[config.mk]
export PLATFORM = sky130hd
export DESIGN_NAME = cpc_top
export DESIGN_NICKNAME = d
export VERILOG_FILES = /design/src/cpc_pkg.sv /design/src/cpc_tmr_if.sv /design/src/cpc_timer.sv /design/src/cpc_top.sv
export SDC_FILE = /design/constraint.sdc
export NUM_CORES = 1
export LEC_CHECK = 0
export ABC_CLOCK_PERIOD_IN_PS = 5180
export BUFFER_PORTS_ARGS = -buffer_cell sky130_fd_sc_hd__buf_4
export CELL_PAD_IN_SITES_DETAIL_PLACEMENT = 1
export CELL_PAD_IN_SITES_GLOBAL_PLACEMENT = 2
export CORE_MARGIN = 2
export CORE_UTILIZATION = 42
export CTS_BUF_LIST = sky130_fd_sc_hd__clkbuf_4
export DETAILED_ROUTE_END_ITERATION = 10
export MAX_ROUTING_LAYER = met4
export PLACE_DENSITY = 0.89
export SETUP_SLACK_MARGIN = 0.02
export SYNTH_ARGS = -nofsm -noshare
export SYNTH_HDL_FRONTEND = slang
export SYNTH_SLANG_ARGS = --single-unit
export TNS_END_PERCENT = 10
[constraint.sdc]
create_clock -name clk -period 5.18 [get_ports clk]
set_input_delay 0.518 -clock clk [delete_from_list [all_inputs] [get_ports clk]]
set_output_delay 0.518 -clock clk [all_outputs]
set_load 0.02 [all_outputs]
[src/cpc_pkg.sv]
// Function
// - input over-voltage opens both main pass devices and closes the battery switch at once
// - resume charging and restore programmed settings after 10 ms without over-voltage
// - over-voltage fault sets fault code 01 and raises the maskable charger fault interrupt
// - over-voltage pulses up to 30 us may skip the fault state and interrupt
// - usb supply over-voltage disconnects usb circuitry and raises its interrupt
// - over budget: duty cycle on main pass devices, updated each 500 ms, battery switch on
// - if 10 percent duty cannot hold budget, disable path, code 01, raise interrupt
// - budget code 00..11 selects 600, 800, 1000, 1200 mW, reset value 00
// - limiter disable input turns the dissipation limiter off; the code still faults beyond minimum duty during blanking
// - limiter is off in serial factory mode and in reverse supply mode; the code still faults beyond minimum duty during blanking
// - limiter output blanked for 1500 ms at the start of each charge cycle
// - during blanking keep estimating and disable charger below minimum duty cycle
// - reverse supply enable routes battery voltage to the accessory
// - reverse current over slow limit 1.0 ms or fast limit 100 us trips path and interrupt
// - current flowing back from accessory disables reverse path and raises interrupt
// - trickle current 40 mA below battery minimum, 80 mA between minimum and turn-on
// - software mode: trickle enable switches source on; standalone: state machine does
// - charge mode select 0 is standalone, 1 is software controlled
package cpc_pkg;

  // ---------------------------------------------------------------
  // timing
  // ---------------------------------------------------------------
  localparam int unsigned CLK_MHZ          = 200;
  localparam int unsigned OV_QUAL_US       = 30;
  localparam int unsigned OV_RESUME_MS     = 10;
  localparam int unsigned CTRL_PERIOD_MS   = 500;
  localparam int unsigned BLANK_MS         = 1500;
  localparam int unsigned SLOW_SHORT_US    = 1000;
  localparam int unsigned FAST_SHORT_US    = 100;
  localparam int unsigned OV_QUAL_CYC      = OV_QUAL_US * CLK_MHZ;
  localparam int unsigned OV_RESUME_CYC    = OV_RESUME_MS * 1000 * CLK_MHZ;
  localparam int unsigned CTRL_PERIOD_CYC  = CTRL_PERIOD_MS * 1000 * CLK_MHZ;
  localparam int unsigned BLANK_CYC        = BLANK_MS * 1000 * CLK_MHZ;
  localparam int unsigned SLOW_SHORT_CYC   = SLOW_SHORT_US * CLK_MHZ;
  localparam int unsigned FAST_SHORT_CYC   = FAST_SHORT_US * CLK_MHZ;
  localparam int unsigned CNT_W            = 29;

  // ---------------------------------------------------------------
  // limiter
  // ---------------------------------------------------------------
  localparam int unsigned PWR_W            = 14;
  localparam logic [3:0]  DUTY_FULL        = 4'ha;
  localparam logic [3:0]  DUTY_MIN         = 4'h1;
  localparam logic [3:0]  MIN_DUTY_DIV     = 4'ha;
  localparam logic [1:0]  BUDGET_RESET     = 2'h0;
  localparam logic [PWR_W-1:0] BUDGET_600  = 14'h0258;
  localparam logic [PWR_W-1:0] BUDGET_800  = 14'h0320;
  localparam logic [PWR_W-1:0] BUDGET_1000 = 14'h03e8;
  localparam logic [PWR_W-1:0] BUDGET_1200 = 14'h04b0;

  // ---------------------------------------------------------------
  // codes and state
  // ---------------------------------------------------------------
  localparam logic [1:0]  FAULT_NONE       = 2'h0;
  localparam logic [1:0]  FAULT_SUPPLY     = 2'h1;

  typedef struct packed {
    logic [CNT_W-1:0] cnt;
  } cpc_tmr_s;

  typedef struct packed {
    logic             ov_fault;
    logic             pwr_fault;
    logic             blanking;
    logic [3:0]       duty;
    logic [3:0]       phase;
    logic             short_trip;
    logic             rev_trip;
    logic [1:0]       fault_code;
    logic             chg_irq;
    logic             usb_irq;
    logic             short_irq;
    logic             rev_irq;
    logic             usb_disc;
    logic             pass_on;
    logic             bat_sw;
    logic             acc_on;
    logic             trickle_on;
    logic             trickle_80;
    logic [3:0]       applied_current;
  } cpc_top_s;

  localparam cpc_top_s TOP_RESET = '{duty: DUTY_FULL, fault_code: FAULT_NONE, default: '0};

  function automatic logic [PWR_W-1:0] budget_mw(input logic [1:0] sel);
    unique case (sel)
      2'h0: budget_mw = BUDGET_600;
      2'h1: budget_mw = BUDGET_800;
      2'h2: budget_mw = BUDGET_1000;
      2'h3: budget_mw = BUDGET_1200;
    endcase
  endfunction

endpackage

[src/cpc_tmr_if.sv]
`timescale 1ns/1ps
`default_nettype none
interface cpc_tmr_if;
  logic run;
  logic done;
  modport ctl (output run, input done);
  modport tmr (input run, output done);
endinterface
`default_nettype wire

[src/cpc_timer.sv]
`timescale 1ns/1ps
`default_nettype none
module cpc_timer #(
  parameter int unsigned LIMIT = 2
) (
  input  wire logic clk,
  input  wire logic rst,
  cpc_tmr_if.tmr    t
);
  import cpc_pkg::*;

  cpc_tmr_s st;
  cpc_tmr_s next_st;

  // ---------------------------------------------------------------
  // counter, cleared whenever run drops, wraps on done
  // ---------------------------------------------------------------
  assign t.done = t.run && (st.cnt == CNT_W'(LIMIT - 1));

  always_comb begin
    next_st = st;
    if (!t.run || t.done) begin
      next_st.cnt = '0;
    end else begin
      next_st.cnt = st.cnt + CNT_W'(1);
    end
  end

  always_ff @(posedge clk) begin
    if (rst) begin
      st <= '0;
    end else begin
      st <= next_st;
    end
  end

  a_run_clears: assert property (@(posedge clk) disable iff (rst)
    !t.run |=> st.cnt == '0) else $error("timer not cleared when idle");

endmodule
`default_nettype wire

[src/cpc_top.sv]
`timescale 1ns/1ps
`default_nettype none
module cpc_top #(
  parameter int unsigned OV_QUAL_CYC     = cpc_pkg::OV_QUAL_CYC,
  parameter int unsigned OV_RESUME_CYC   = cpc_pkg::OV_RESUME_CYC,
  parameter int unsigned CTRL_PERIOD_CYC = cpc_pkg::CTRL_PERIOD_CYC,
  parameter int unsigned BLANK_CYC       = cpc_pkg::BLANK_CYC,
  parameter int unsigned SLOW_SHORT_CYC  = cpc_pkg::SLOW_SHORT_CYC,
  parameter int unsigned FAST_SHORT_CYC  = cpc_pkg::FAST_SHORT_CYC
) (
  input  wire logic                      clk,
  input  wire logic                      rst,
  input  wire logic                      charger_input_overvoltage,
  input  wire logic                      usb_overvoltage_comp,
  input  wire logic                      charge_enable,
  input  wire logic                      charge_start,
  input  wire logic [3:0]                programmed_current,
  input  wire logic [cpc_pkg::PWR_W-1:0] pass_power_mw,
  input  wire logic [1:0]                power_budget_select,
  input  wire logic                      power_limiter_disable,
  input  wire logic                      serial_factory_mode,
  input  wire logic                      charger_fault_irq_mask,
  input  wire logic                      reverse_supply_enable,
  input  wire logic                      accessory_over_slow,
  input  wire logic                      accessory_over_fast,
  input  wire logic                      charge_current_detect,
  input  wire logic                      battery_min_comparator,
  input  wire logic                      battery_turnon_comparator,
  input  wire logic                      charge_mode_select,
  input  wire logic                      trickle_source_enable,
  input  wire logic                      sm_trickle_request,
  input  wire logic                      sm_battery_switch,
  output logic                           main_pass_on,
  output logic                           battery_switch,
  output logic [3:0]                     applied_current,
  output logic [1:0]                     charger_fault_code,
  output logic                           charger_fault_irq,
  output logic                           usb_disconnect,
  output logic                           usb_overvoltage_irq,
  output logic                           accessory_path_on,
  output logic                           accessory_short_irq,
  output logic                           reverse_current_irq,
  output logic                           trickle_source_on,
  output logic                           trickle_level_80ma
);
  import cpc_pkg::*;

  cpc_top_s st;
  cpc_top_s next_st;

  logic [PWR_W-1:0] budget;
  logic             lim_active;
  logic             over_budget;
  logic             beyond_min_duty;
  logic             pwm_on;

  // ---------------------------------------------------------------
  // timers
  // ---------------------------------------------------------------
  cpc_tmr_if t_ovq ();
  cpc_tmr_if t_ovr ();
  cpc_tmr_if t_blank ();
  cpc_tmr_if t_per ();
  cpc_tmr_if t_slow ();
  cpc_tmr_if t_fast ();

  assign t_ovq.run   = charger_input_overvoltage && !st.ov_fault;
  assign t_ovr.run   = st.ov_fault && !charger_input_overvoltage;
  assign t_blank.run = st.blanking && !charge_start;
  assign t_per.run   = lim_active;
  assign t_slow.run  = st.acc_on && accessory_over_slow;
  assign t_fast.run  = st.acc_on && accessory_over_fast;

  cpc_timer #(.LIMIT(OV_QUAL_CYC))     u_ovq   (.clk(clk), .rst(rst), .t(t_ovq));
  cpc_timer #(.LIMIT(OV_RESUME_CYC))   u_ovr   (.clk(clk), .rst(rst), .t(t_ovr));
  cpc_timer #(.LIMIT(BLANK_CYC))       u_blank (.clk(clk), .rst(rst), .t(t_blank));
  cpc_timer #(.LIMIT(CTRL_PERIOD_CYC)) u_per   (.clk(clk), .rst(rst), .t(t_per));
  cpc_timer #(.LIMIT(SLOW_SHORT_CYC))  u_slow  (.clk(clk), .rst(rst), .t(t_slow));
  cpc_timer #(.LIMIT(FAST_SHORT_CYC))  u_fast  (.clk(clk), .rst(rst), .t(t_fast));

  // ---------------------------------------------------------------
  // limiter decode
  // ---------------------------------------------------------------
  assign budget          = budget_mw(power_budget_select);
  assign over_budget     = pass_power_mw > budget;
  // required duty under 10 percent when power exceeds ten budgets
  assign beyond_min_duty = 18'(pass_power_mw) > 18'(budget) * 18'(MIN_DUTY_DIV);
  assign lim_active      = !power_limiter_disable && !serial_factory_mode
                           && !reverse_supply_enable && !st.blanking;
  assign pwm_on          = st.phase < st.duty;

  // ---------------------------------------------------------------
  // next state
  // ---------------------------------------------------------------
  always_comb begin
    next_st = st;

    // over-voltage fault, short pulses filtered by qualification
    if (t_ovq.done) begin
      next_st.ov_fault = 1'b1;
    end else if (t_ovr.done) begin
      next_st.ov_fault = 1'b0;
    end

    // blanking starts with each charge cycle
    if (charge_start) begin
      next_st.blanking  = 1'b1;
      next_st.pwr_fault = 1'b0;
    end else if (t_blank.done) begin
      next_st.blanking  = 1'b0;
    end

    // duty control and dissipation fault
    next_st.phase = (st.phase == DUTY_FULL - 4'h1) ? 4'h0 : st.phase + 4'h1;
    if (!lim_active || charge_start) begin
      next_st.duty = DUTY_FULL;
    end else if (t_per.done) begin
      if (over_budget && st.duty > DUTY_MIN) begin
        next_st.duty = st.duty - 4'h1;
      end else if (!over_budget && st.duty < DUTY_FULL) begin
        next_st.duty = st.duty + 4'h1;
      end
    end
    if (charge_enable && beyond_min_duty && (lim_active || st.blanking) && !charge_start) begin
      next_st.pwr_fault = 1'b1;
    end

    next_st.fault_code = (next_st.ov_fault || next_st.pwr_fault) ? FAULT_SUPPLY : FAULT_NONE;
    next_st.chg_irq    = !charger_fault_irq_mask
                         && ((next_st.ov_fault && !st.ov_fault) || (next_st.pwr_fault && !st.pwr_fault));

    // usb supply
    next_st.usb_disc = usb_overvoltage_comp;
    next_st.usb_irq  = usb_overvoltage_comp && !st.usb_disc;

    // reverse supply
    if (!reverse_supply_enable) begin
      next_st.short_trip = 1'b0;
      next_st.rev_trip   = 1'b0;
    end else begin
      if (t_slow.done || t_fast.done) begin
        next_st.short_trip = 1'b1;
      end
      if (st.acc_on && charge_current_detect) begin
        next_st.rev_trip = 1'b1;
      end
    end
    next_st.acc_on    = reverse_supply_enable && !next_st.short_trip && !next_st.rev_trip;
    next_st.short_irq = next_st.short_trip && !st.short_trip;
    next_st.rev_irq   = next_st.rev_trip && !st.rev_trip;

    // pass devices and battery switch
    next_st.pass_on = charge_enable && !next_st.ov_fault && !next_st.pwr_fault
                      && !charger_input_overvoltage && !reverse_supply_enable
                      && (!lim_active || pwm_on);
    next_st.bat_sw  = sm_battery_switch || next_st.ov_fault
                      || (lim_active && st.duty < DUTY_FULL);
    next_st.applied_current = (next_st.ov_fault || next_st.pwr_fault) ? 4'h0 : programmed_current;

    // trickle source
    next_st.trickle_on = charge_mode_select ? trickle_source_enable : sm_trickle_request;
    next_st.trickle_80 = battery_min_comparator && !battery_turnon_comparator;
  end

  always_ff @(posedge clk) begin
    if (rst) begin
      st <= TOP_RESET;
    end else begin
      st <= next_st;
    end
  end

  // ---------------------------------------------------------------
  // outputs; over-voltage gating is immediate
  // ---------------------------------------------------------------
  assign main_pass_on        = st.pass_on && !charger_input_overvoltage;
  assign battery_switch      = st.bat_sw || charger_input_overvoltage;
  assign applied_current     = st.applied_current;
  assign charger_fault_code  = st.fault_code;
  assign charger_fault_irq   = st.chg_irq;
  assign usb_disconnect      = st.usb_disc;
  assign usb_overvoltage_irq = st.usb_irq;
  assign accessory_path_on   = st.acc_on;
  assign accessory_short_irq = st.short_irq;
  assign reverse_current_irq = st.rev_irq;
  assign trickle_source_on   = st.trickle_on;
  assign trickle_level_80ma  = st.trickle_80;

  // ---------------------------------------------------------------
  // assertions
  // ---------------------------------------------------------------
  a_ovp_cuts_pass: assert property (@(posedge clk) disable iff (rst)
    charger_input_overvoltage |-> !main_pass_on && battery_switch) else $error("pass not cut on over-voltage");

  a_ov_resume_wait: assert property (@(posedge clk) disable iff (rst)
    $fell(st.ov_fault) |-> $past(t_ovr.done)) else $error("over-voltage fault left without debounce");

  a_ov_restore: assert property (@(posedge clk) disable iff (rst)
    $fell(st.ov_fault) && !st.pwr_fault |-> applied_current == $past(programmed_current))
    else $error("settings not restored after resume");

  a_fault_code_set: assert property (@(posedge clk) disable iff (rst)
    (st.ov_fault || st.pwr_fault) |-> charger_fault_code == FAULT_SUPPLY && applied_current == 4'h0)
    else $error("fault code wrong during fault");

  a_fault_irq_pulse: assert property (@(posedge clk) disable iff (rst)
    $rose(st.ov_fault) && !$past(charger_fault_irq_mask) |-> charger_fault_irq)
    else $error("charger fault interrupt missing");

  a_irq_masked: assert property (@(posedge clk) disable iff (rst)
    charger_fault_irq |-> !$past(charger_fault_irq_mask)) else $error("masked interrupt raised");

  a_usb_ov_disc: assert property (@(posedge clk) disable iff (rst)
    $rose(usb_overvoltage_comp) |=> usb_disconnect && usb_overvoltage_irq ##1 !usb_overvoltage_irq)
    else $error("usb over-voltage not handled");

  a_min_duty_fault: assert property (@(posedge clk) disable iff (rst)
    charge_enable && lim_active && beyond_min_duty && !charge_start |=> st.pwr_fault && !main_pass_on)
    else $error("path not disabled beyond minimum duty");

  a_limiter_off: assert property (@(posedge clk) disable iff (rst)
    (serial_factory_mode || reverse_supply_enable || power_limiter_disable) |=> st.duty == DUTY_FULL)
    else $error("limiter active while disabled");

  a_blank_start: assert property (@(posedge clk) disable iff (rst)
    charge_start |=> st.blanking && st.duty == DUTY_FULL) else $error("blanking not started");

  a_short_trip: assert property (@(posedge clk) disable iff (rst)
    reverse_supply_enable && (t_fast.done || t_slow.done) |=> !accessory_path_on && accessory_short_irq)
    else $error("accessory short not tripped");

  a_rev_trip: assert property (@(posedge clk) disable iff (rst)
    reverse_supply_enable && accessory_path_on && charge_current_detect |=> !accessory_path_on ##0 reverse_current_irq)
    else $error("reverse current not tripped");

  a_trickle_level: assert property (@(posedge clk) disable iff (rst)
    !battery_min_comparator |=> !trickle_level_80ma) else $error("trickle level wrong below minimum");

  a_trickle_mode: assert property (@(posedge clk) disable iff (rst)
    charge_mode_select |=> trickle_source_on == $past(trickle_source_enable)) else $error("trickle enable ignored");

  c_ov_fault:  cover property (@(posedge clk) disable iff (rst) $rose(st.ov_fault));
  c_ov_resume: cover property (@(posedge clk) disable iff (rst) $fell(st.ov_fault));
  c_duty_cut:  cover property (@(posedge clk) disable iff (rst) st.duty < DUTY_FULL);
  c_short:     cover property (@(posedge clk) disable iff (rst) accessory_short_irq);

endmodule
`default_nettype wire
# Word level (Yosys, flattened, before mapping)
# Cells that the tools add are included.
# word_totals
reg_bits	203
wordCells	152
in_bits	39
output_inout_bits	16
# classes
magnitude_cmp	5
multipliers	1
n_eq_ne	10
reduce_logical	88
muxes	14
add_sub_neg	9
# op_table
operator	count
adder 29 x 1 -> 29 bit (second input constant)	6
one-hot mux 14 bit (4 select lines)	1
logical AND 1 bit	36
equality test 29 x 13 -> 1 bit (second input constant)	1
equality test 29 x 15 -> 1 bit (second input constant)	1
equality test 29 x 18 -> 1 bit (second input constant)	1
equality test 29 x 21 -> 1 bit (second input constant)	1
equality test 29 x 27 -> 1 bit (second input constant)	1
equality test 29 bit (second input constant)	1
logical NOT 1 bit	24
greater-than comparator 14 x 18 -> 1 bit	1
OR reduction 2 bit	9
multiplier 14 x 3 -> 17 bit (second input constant)	1
logical OR 1 bit	15
greater-than comparator 14 bit	1
2-to-1 mux 1 bit	10
adder 4 x 1 -> 4 bit (second input constant)	2
2-to-1 mux 4 bit	2
equality test 2 bit (second input constant)	2
equality test 4 bit (second input constant)	1
greater-than comparator 4 x 1 -> 1 bit (second input constant)	1
less-than comparator 4 bit	1
less-than comparator 4 bit (second input constant)	1
nonzero test 2 bit	2
other kinds (5)	5

# Longest topological paths before layout
# Gate-level depths: netlist (run 1).
# depth
depth_word	13
depth_mapped	16
depth_no_buf	16

# Cells and area by module
# A second synthesis (run 1) with hierarchy kept.
# unflattened
cells_unflattened	1240
area_unflattened_um2	10632.7
# modules_own_cells
mod	cells_per_inst	seq_area_each_um2	area_per_inst_um2	instances
cpc_top	224	560.5	1970.6	1
cpc_timer at u_blank	169	580.6	1500.2	1
cpc_timer at u_per	182	580.6	1482.7	1
cpc_timer at u_ovr	171	580.6	1462.7	1
cpc_timer at u_slow	163	580.6	1437.6	1
cpc_timer at u_fast	167	580.6	1395.1	1
cpc_timer at u_ovq	164	580.6	1383.8	1

# Least setup slack after synthesis (run 1)
# OpenSTA, ideal clock, no wires.
# synth_timing
path_kind	input -> register
start	in power_budget_select[1]
end	reg st, in the netlist charger_fault_code[0]
arrival_time_ns	3.265
slack_ns	1.788
stages	16
path_buffers	0
setup_time_ns	0.127
required_time_ns	5.053
path_cell_list	inv_1 > ha_1 > or2_2 > ha_1 > nor2b_1 > nor2_1 > nor2b_1 > nor2_1 > xnor2_1 > ha_1 > a21o_1 > a21o_1 > a221o_1 > a21oi_1 > o21ai_2 > nor2b_1
# synth_between
elab_chain_cells	10
word_cells_on_any_way	13
cone_classes	mul: 1; order compare: 1; eq/ne: 3; mux: 3; reduce/logical: 5
# synth_lines
item	line	source
start, declared	cpc_top.sv:19	input wire logic [1:0] power_budget_select,
equality test 2 bit (tied with other cells)	cpc_pkg.sv:88	unique case (sel)
one-hot mux 14 bit (4 select lines) (*)	cpc_pkg.sv:88	
multiplier 14 x 3 -> 17 bit (*)	cpc_top.sv:87	assign beyond_min_duty = 18'(pass_power_mw) > 18'(budget) * 18'(MIN_DUTY_DIV);
greater-than comparator 14 x 18 -> 1 bit (*)	cpc_top.sv:87	
logical AND 1 bit (*) (3 in a row)	cpc_top.sv:124	if (charge_enable && beyond_min_duty && (lim_active || st.blanking) && !charge_start) begin
2-to-1 mux 1 bit (*)	cpc_top.sv:124	
logical OR 1 bit (*)	cpc_top.sv:128	next_st.fault_code = (next_st.ov_fault || next_st.pwr_fault) ? FAULT_SUPPLY : FAULT_NONE;
2-to-1 mux 1 bit (*)	cpc_top.sv:128	
end signal, assigned	cpc_top.sv:169	st <= next_st;
end, declared	cpc_top.sv:48	cpc_top_s st;
# Mark *: on every way between the ends. The rest lies on a longest branch, timed or not. The select of a mux whose other input is x is not followed.
# A chain may end at the register's enable or synchronous reset.

# Final worst setup path (run 1)
# layout_timing
start	in power_budget_select[1]
end	reg st, in the netlist applied_current[1]
# layout_between
elab_chain_cells	10
word_cells_on_any_way	13
cone_classes	mul: 1; order compare: 1; eq/ne: 3; mux: 2; reduce/logical: 6
# layout_lines
item	line	source
equality test 2 bit (tied with other cells)	cpc_pkg.sv:88	
one-hot mux 14 bit (4 select lines) (*)	cpc_pkg.sv:88	
multiplier 14 x 3 -> 17 bit (*)	cpc_top.sv:87	
greater-than comparator 14 x 18 -> 1 bit (*)	cpc_top.sv:87	
logical AND 1 bit (*) (3 in a row)	cpc_top.sv:124	
2-to-1 mux 1 bit (*)	cpc_top.sv:124	
logical OR 1 bit (*)	cpc_top.sv:158	next_st.applied_current = (next_st.ov_fault || next_st.pwr_fault) ? 4'h0 : programmed_current;
OR reduction 2 bit (no source line) (*)	n/a	
# Marks and branches as above.

==> results of run 1 <==
-- where the power goes --
group	total [mW]	leakage [nW]	switching [mW]	internal [mW]
sequential	1.57	1.63	0.00747	1.56
combinational	0.151	1.80	0.0835	0.0675
clock	1.34	0.384	0.648	0.696
-- cell type report --
| type | instances | area [um2] | area share, % |
|---|---|---|---|
| multi-input combinational | 827 | 5210 | 48.2 |
| sequential | 202 | 4040 | 37.4 |
| clock buffer | 80 | 601 | 5.56 |
| timing repair buffer | 56 | 425 | 3.94 |
| tap | 285 | 357 | 3.30 |
| inverter | 33 | 124 | 1.15 |
| clock inverter | 10 | 37.5 | 0.348 |
| antenna | 1 | 2.50 | 0.0232 |
-- timing repair --
| action | in CTS | in global routing |
|---|---|---|
| hold buffers | 2 | 0 |
| hold endpoints to repair | 2 | 0 |
| setup endpoints to repair | 0 | 0 |
-- worst min path at each step --
stage	start	to	slack, ns	depth (start not counted)
after floorplan	u_blank.st[0]$_SDFF_PP0_	u_blank.st[0]$_SDFF_PP0_	0.41	1
after global placement	usb_disconnect$_SDFF_PP0_	usb_overvoltage_irq$_SDFF_PP0_	0.40	1
after detailed placement	usb_disconnect$_SDFF_PP0_	usb_overvoltage_irq$_SDFF_PP0_	0.41	1
after CTS	charge_start	st[27]$_SDFF_PP0_	0.04	2
after global routing	charge_start	st[27]$_SDFF_PP0_	0.04	2
final	charge_start	st[27]$_SDFF_PP0_	0.1	2
-- sequential cells by signal, indices dropped and copies added, names as in the netlist --
name                 count
accessory_path_on        1
accessory_short_irq      1
applied_current          4
charger_fault_code       1
charger_fault_irq        1
reverse_current_irq      1
st                      15
trickle_level_80ma       1
trickle_source_on        1
u_blank.st              29
u_fast.st               29
u_ovq.st                29
u_ovr.st                29
u_per.st                29
u_slow.st               29
usb_disconnect           1
usb_overvoltage_irq      1
-- synth_stat cells (8+ instances only) --
master    number
dfxtp_1      202
a21oi_1       24
nand3_1       69
and4_1        19
nor2b_1       11
xor2_1       107
nand4_1       40
inv_1         33
or3_1         14
buf_4          8
nor3_1        27
nor4b_1       10
and3_1        20
xnor2_1       51
nand2_1       78
ha_1          43
nor4_1        20
clkbuf_1      12
o21ai_0       13
nor2_1       205
-- cell families (layout without fill, tap and decap cells) --
group	count (synthesis)	count (layout)	share of synthesized area (%)
compound gates	62	62	4.32
xor+xnor	158	158	14.5
fa+ha+maj	43	43	5.65
buf+inv	61	179	2.81
flops	202	202	42.5
mux	4	4	0.434
other cells	1	2	0.0394
simple gates	559	559	29.7
-- through the flow --
| stage | hold slack [ns] | area, um2 | total power, mW | setup slack (ns) |
|---|---|---|---|---|
| 6_report | 0.0978 | 10800 | 3.07 | 1.86 |
| 2_1_floorplan | 0.412 | 9520 | 1.70 | 1.79 |
| 3_5_place_dp | 0.409 | 10100 | 1.76 | 1.23 |
| 4_1_cts | 0.0389 | 10800 | 3.13 | 1.93 |
| 5_1_grt | 0.0423 | 10800 | 3.24 | 1.65 |
| 3_3_place_gp | 0.398 | 10100 | 1.75 | 1.43 |
-- metal layers --
| layer | global-route usage, % | routed length [um] | vias up |
|---|---|---|---|
| li1 | - | - | 3926 |
| met1 | 24.0 | 10400 | 3663 |
| met2 | 30.2 | 9840 | 104 |
| met3 | 3.87 | 772 | 32 |
| met4 | 6.31 | 395 | 0 |
| met5 | - | 0 | - |
-- worst register-to-register path, delay by kind of cell (launching register included) --
kind	cells	cell delay (ns)
DFF	1	0.38
adders and majority gates	1	0.23
and+or+nand+nor	5	2.02
==> impl_metrics.yaml, run 1 <==
run_status:
  status: "complete, no violations"
clock_tree:
  path_clk_slew_ns: 0.06
  cts_root_buf: "clkbuf_4"
  cts_max_level: 2
  post-cts-setup-buffer-count: 0
  cts_buffer_depth: 3
  cts.sinks: 202
  clkLatencyLatePin_ns: 0.66
  cts_tree: "yes"
  post_cts_resize_count: 0
  cts_buffers: 54
worst_setup_path:
  critPathKind: "input port to register"
  cp_slowest_cell: "ha_1"
  rr_worst_depth: 6
  crit_family: "simple AND/OR/NAND/NOR gates"
  cp.depth: 17
  path_buf_inv: 2
  r2r_slack_ns: 2.40
  worst_r2r_endpoint: "u_per.st[19]$_SDFF_PP0_"
  required_ns: 5.74
  path_cells: "buf_4 > inv_1 > ha_1 > or2_2 > ha_1 > nor2b_1 > nor2_1 > nor2b_1 > nor2_1 > xnor2_1 > ha_1 > a21o_1 > a21o_1 > a221o_1 > a21oi_1 > o21ai_2 > nor3b_1"
  critPathLaunchType: "input port"
  r2r_start: "u_per.st[0]$_SDFF_PP0_"
  cp_max_fo: 6
  cpPeakStageDelay_ns: 0.32
  arrival_ns: 3.88
  crit_path_end_kind: "register"
  path_common_cell: "ha_1"
  crit_end: "applied_current[1]$_SDFF_PP0_"
  crit_start: "power_budget_select[1]"
logic_synthesis:
  syn_inst: 1090
  synthArstFlopShare_pct: 0
  synth_cell_types: 63
  syn_nets: 1172
  netlist_area_um2: 9520
  yosys_warnings: 0
  ys_ff_latch: 202
  yosysTopAreaCell: "dfxtp_1"
  syn_area_per_cell_um2: 8.74
  synth_edf_count: 0
  synthFlopType: "dfxtp_1"
  ys_seq_area_share_pct: 42.5
  synth_area_leaders: "dfxtp_1 42%, xor2_1 9.8%, nor2_1 8.1%"
  yosysTopAreaCellShare_pct: 42.5
floorplan:
  initial_core_util_pct: 42.4
  row_count: 55
  die_h_um: 155
  pin_count: 55
  core_area_um2: 22400
  die_area_um2: 23900
  die-width_um: 155
detailed_routing:
  wire_per_inst_um: 14.3
  via_count: 7725
  drt_iter0_markers: 244
  drtPass1Iterations: 6
  drt_wl_total_um: 21400
  routed_via_density: 5.17
  post-route-drc-count: 0
  drtAntennaViolNets: 0
sta:
  final_max_slew_viol_count: 0
  relSlewSlack_pct: 23.7
  hold_viol: 0
  fin_crit_ns: 3.32
  fmax_mhz: 301
  tightest_slew_ns: 1.14
  finalSetupViolCount: 0
  fin_skew_ns: 0.0178
  fin_crit_sh_pct: 64.1
  fin_setup_tns_ns: 0
  rsz0062_at_grt: "no"
global_routing:
  grt_max_degree: 30
  grt_pass1_vias: 7767
  grt_use_total_pct: 18.9
  overflow: 0
  grt_first_pass_wirelength_um: 36800
  antenna_found_initial: 1
layout:
  mostFrequentLayoutCells: "205 x nor2_1, 202 x dfxtp_1, 107 x xor2_1"
  syn_to_final_growth_pct: 13.4
  nFillCells: 2680
  fin_util_pct: 48.1
  fin_cells: 1494
  drive_above_1_share_pct: 13.0
  layout_commonest_cell: "nor2_1"
  finish.net_count: 1256
pwr:
  peakVddDrop_v: 0.000146
  leakagePower_nw: 3.81
  p_per_area_nw_per_um2: 284
placement:
  port_buffers: 53
  place_congestion: 0.869
  dpl.cell_count: 1401
  dp_hpwl_um: 15000
run:
  drv_cap: 0
worst_hold_path:
  worstHoldPathType: "input port to register"
Power figures use the tool's default switching activity.
==> inputs of run 2 (changes only) <==
ABC_CLOCK_PERIOD_IN_PS = 3000   (was 5180)
CORE_UTILIZATION = 35   (was 42)
PLACE_DENSITY = 0.79   (was 0.89)
clock period = 3 ns   (was 5.18 ns; I/O delays follow)
==> impl_metrics.yaml, run 2 (synthesis results as in run 1) <==
run_status:
  status: "complete, no violations"
layout:
  mostFrequentLayoutCells: "204 x nor2_1, 202 x dfxtp_1, 107 x xor2_1"
  finish.net_count: 1292
  multi_input_area_um2: 5250
  fin_cells: 1588
  syn_to_final_growth_pct: 18.0
  fin_util_pct: 41.9
  layout_commonest_cell: "nor2_1"
  drive_above_1_share_pct: 14.7
  fin_area_um2: 11200
  nFillCells: 3193
  ff_latch_area_um2: 4040
sta:
  fmax_mhz: 356
  fin_setup_tns_ns: 0
  fin_crit_ns: 2.81
  final_max_slew_viol_count: 0
  tightest_slew_ns: 0.682
  relSlewSlack_pct: 54.1
  hold-worst-slack_ns: 0.0951
  finalSetupViolCount: 0
  fin_crit_sh_pct: 93.6
  fin_ws_ns: 0.193
  hold_viol: 0
  rsz0062_at_grt: "yes"
  fin_skew_ns: 0.0336
floorplan:
  die-width_um: 169
  die_area_um2: 28500
  die_h_um: 169
  initial_core_util_pct: 35.5
  core_area_um2: 26800
  pin_count: 55
  row_count: 60
detailed_routing:
  drt_iter0_markers: 305
  top_layer: "met4"
  met1_length_um: 11200
  drtAntennaViolNets: 0
  post-route-drc-count: 0
  dr_wl_met2_um: 9730
  via_count: 7852
  routed_via_density: 4.94
  drt_wl_total_um: 22200
  drtPass1Iterations: 4
  wl_met3_um: 777
  wire_per_inst_um: 14.0
worst_setup_path:
  crit_start: "power_budget_select[0]"
  arrival_ns: 3.36
  path_cells: "buf_4 > inv_1 > ha_4 > or2_2 > ha_4 > nor2b_1 > nor2_2 > nor2b_1 > nor2_1 > xnor2_1 > ha_1 > a21o_1 > a21o_1 > a221o_1 > a21oi_2 > o21ai_2 > nor3b_1"
  critPathKind: "input port to register"
  critPathLaunchType: "input port"
  cp_max_fo: 6
  required_ns: 3.55
  cp_slowest_cell: "ha_1"
  cpPeakStageDelay_ns: 0.33
  crit_path_end_kind: "register"
  r2r_start: "u_ovr.st[0]$_SDFF_PP0_"
global_routing:
  grt_pass1_vias: 7952
  antenna_found_initial: 1
  grt_max_degree: 30
  grt_use_total_pct: 16.6
  overflow: 0
  grt_first_pass_wirelength_um: 38500
worst_hold_path:
  worstHoldPathType: "input port to register"
  hold_start: "power_limiter_disable"
placement:
  dpl.cell_count: 1477
  dp_hpwl_um: 15800
  port_buffers: 53
  dp_slack_ns: -0.488
  place_congestion: 0.829
  placed_area_um2: 10400
pwr:
  p_per_area_nw_per_um2: 478
  peakVddDrop_v: 0.000194
  leakagePower_nw: 3.99
  total_power_mw: 5.38
run:
  drv_cap: 0
clock_tree:
  cts.sinks: 202
  cts_max_level: 2
  cts_buffer_depth: 3
  cts_buffers: 54
  path_clk_slew_ns: 0.07
  cts_root_buf: "clkbuf_4"
  cts_tree: "yes"
  clkLatencyLatePin_ns: 0.64
  post-cts-setup-buffer-count: 0
## run 2: cell types whose count changed in the layout (fill, tap and decap cells not counted), moves of 2 or more
| cell | delta |
|---|---|
| ha_4 | +2 |
| clkinv_2 | +5 |
| buf_4 | +20 |
| ha_1 | -3 |
| clkbuf_4 | -5 |
| dlygate4sd3_1 | +16 |
## run 2: worst max-delay path: cells and delay by family
family	cells	cell delay (ns)
and+or+nand+nor	6	0.95
AOI/OAI and AO/OA	5	0.99
adders and majority gates	3	0.78
xor gates and xnor gates	1	0.12
buffers and inverters	2	0.23
## run 2: report_power, final
group          switching (mW)  total [mW]  internal (mW)
combinational           0.160       0.308          0.149
clock                    1.12        2.36           1.23
sequential             0.0129        2.71           2.70
total                    1.30        5.38           4.08
## run 2: layout make-up
class                      instances  area share (%)
antenna                            2          0.0445
clock buffer                      75            5.01
clock inverter                    16           0.824
inverter                          33            1.10
multi-input combinational        827            46.7
sequential                       202            36.0
tap                              341            3.80
timing repair buffer              92            6.55
## run 2: repair_timing
item	CTS	global route
hold endpoints to repair	19	0
resized for setup	0	1
endpoints found under the setup margin	0	5
hold buffers	18	0
## run 2: per-layer routing
metal  up-vias  global-route usage (%)
li1       4002                       -
met1      3711                    22.1
met2       102                    25.3
met3        37                    3.46
met4         0                    4.76
met5         -                       -
## run 2: path summary, 6_finish.rpt
path / end / slack (ns) / depth (start not counted)
setup / recovery: applied_current[1]$_SDFF_PP0_ / 0.19 / 17
hold / removal: st[22]$_SDFFE_PP0P_ / 0.1 / 4
setup reg to reg: applied_current[1]$_SDFF_PP0_ / 0.64 / 7
hold reg to reg: usb_overvoltage_irq$_SDFF_PP0_ / 0.41 / 1
==> inputs of run 3 (changes only) <==
REMOVE_ABC_BUFFERS = 1   (was default)
==> impl_metrics.yaml, run 3 (synthesis results as in run 1) <==
layout:
  layout_commonest_cell: "nor2_1"
  finish.net_count: 1303
  mostFrequentLayoutCells: "204 x nor2_1, 202 x dfxtp_1, 107 x xor2_1"
  multi_input_area_um2: 5230
  drive_above_1_share_pct: 14.7
  syn_to_final_growth_pct: 18.6
  nFillCells: 3204
  ff_latch_area_um2: 4040
worst_setup_path:
  crit_end: "applied_current[0]$_SDFF_PP0_"
  r2r_slack_ns: 0.43
  critPathKind: "input port to register"
  arrival_ns: 3.39
  r2r_start: "u_ovr.st[0]$_SDFF_PP0_"
  required_ns: 3.59
  crit_path_end_kind: "register"
  critPathLaunchType: "input port"
  crit_start: "power_budget_select[0]"
  cp_max_fo: 6
  rr_worst_depth: 7
  worst_r2r_endpoint: "st[7]$_SDFF_PP0_"
floorplan:
  row_count: 60
  die_h_um: 169
  initial_core_util_pct: 35.5
  core_area_um2: 26800
  die_area_um2: 28500
  die-width_um: 169
  pin_count: 55
sta:
  relSlewSlack_pct: 51.3
  fin_ws_ns: 0.203
  final_max_slew_viol_count: 0
  rsz0062_at_grt: "no"
  fin_crit_ns: 2.80
  tightest_slew_ns: 0.729
  finalSetupViolCount: 0
  fin_skew_ns: 0.0537
  fmax_mhz: 358
  fin_crit_sh_pct: 93.2
  hold_viol: 0
placement:
  place_congestion: 0.819
  dp_slack_ns: -0.605
  dp_hpwl_um: 15400
  port_buffers: 53
detailed_routing:
  drt_iter0_markers: 306
  met1_length_um: 10600
  dr_wl_met2_um: 9990
  wl_met3_um: 793
  drtPass1Iterations: 4
  via_count: 7863
  routed_via_density: 4.95
  drtAntennaViolNets: 0
  top_layer: "met4"
  post-route-drc-count: 0
  wire_per_inst_um: 13.7
  drt_wl_total_um: 21800
global_routing:
  grt_first_pass_wirelength_um: 37800
  grt_pass1_vias: 8137
  antenna_found_initial: 1
  grt_max_degree: 30
  overflow: 0
  grt_use_total_pct: 16.1
clock_tree:
  path_clk_slew_ns: 0.06
  cts_buffer_depth: 3
  cts_root_buf: "clkbuf_4"
  cts_buffers: 56
  cts.sinks: 202
  clkLatencyLatePin_ns: 0.68
  post-cts-setup-buffer-count: 0
  cts_tree: "yes"
  cts_max_level: 2
run_status:
  status: "complete, no violations"
pwr:
  total_power_mw: 5.37
  peakVddDrop_v: 0.000205
  leakagePower_nw: 4.03
  seq_power_share_pct: 50.5
  clkPwrFrac_pct: 43.7
  switching_share_pct: 23.7
  internal_power_mw: 4.10
  p_switching_mw: 1.27
  comb_power_share_pct: 5.8
  p_per_area_nw_per_um2: 475
worst_hold_path:
  worstHoldPathType: "input port to register"
  hold_depth: 4
run:
  drv_cap: 0
[run 3: repair_timing]
action                                  in CTS  in global routing
endpoints found under the hold margin       26                  0
resized for setup                            0                  5
endpoints found under the setup margin       0                  6
hold buffers                                25                  0
[run 3: area by class of cell]
class                      instances  area share, %
timing repair buffer             101           7.27
tap                              341           3.78
multi-input combinational        827           46.3
clock inverter                     8          0.576
clock buffer                      77           5.12
inverter                          33           1.10
antenna                            1         0.0222
sequential                       202           35.8
[run 3: per-layer routing]
metal | vias up | track usage [%]
met5 | - | -
met4 | 0 | 5.32
met2 | 96 | 25.9
met1 | 3720 | 20.1
met3 | 36 | 3.41
li1 | 4011 | -
[run 3: power by group through the flow]
stage	Combinational, mW	Sequential (mW)	Clock [mW]
after floorplan	0.137	2.78	0
after global placement	0.277	2.77	0
after detailed placement	0.285	2.77	0
after CTS	0.312	2.71	2.50
after global routing	0.348	2.71	2.62
final	0.311	2.71	2.35
[run 3: through the flow]
| stage | util [%] | cells | cell area (um2) | TNS [ns] | hold slack [ns] |
|---|---|---|---|---|---|
| 6_report | 42.1 | 1590 | 11300 | 0 | 0.0986 |
| 2_1_floorplan | - | 1062 | 9380 | -0.966 | 0.369 |
| 3_3_place_gp | 38.7 | 1479 | 10400 | -3.09 | 0.411 |
| 4_1_cts | 42.0 | 1589 | 11300 | 0 | 0.00368 |
| 3_5_place_dp | 38.7 | 1479 | 10400 | -4.06 | 0.418 |
| 5_1_grt | 42.1 | 1590 | 11300 | 0 | 0.0774 |
[run 3: worst max-delay path, cell delays in order]
cell	delay [ns]
buf_4	0.10
inv_1	0.08
ha_1	0.23
or2_2	0.30
ha_1	0.31
nor2b_1	0.14
nor2_2	0.11
nor2b_1	0.06
nor2_1	0.11
xnor2_1	0.13
ha_1	0.28
a21o_1	0.17
a21o_1	0.17
a221o_1	0.33
a21oi_2	0.20
o21ai_2	0.15
nor3b_1	0.21
[run 3: worst min path at each step]
stage / start / endpoint
finish: accessory_over_slow / accessory_short_irq$_SDFF_PP0_
CTS: accessory_over_slow / st[17]$_SDFF_PP0_
global placement: usb_disconnect$_SDFF_PP0_ / usb_overvoltage_irq$_SDFF_PP0_
global route: accessory_over_slow / st[17]$_SDFF_PP0_
floorplan: rst / st[7]$_SDFF_PP0_
detailed placement: usb_disconnect$_SDFF_PP0_ / usb_overvoltage_irq$_SDFF_PP0_
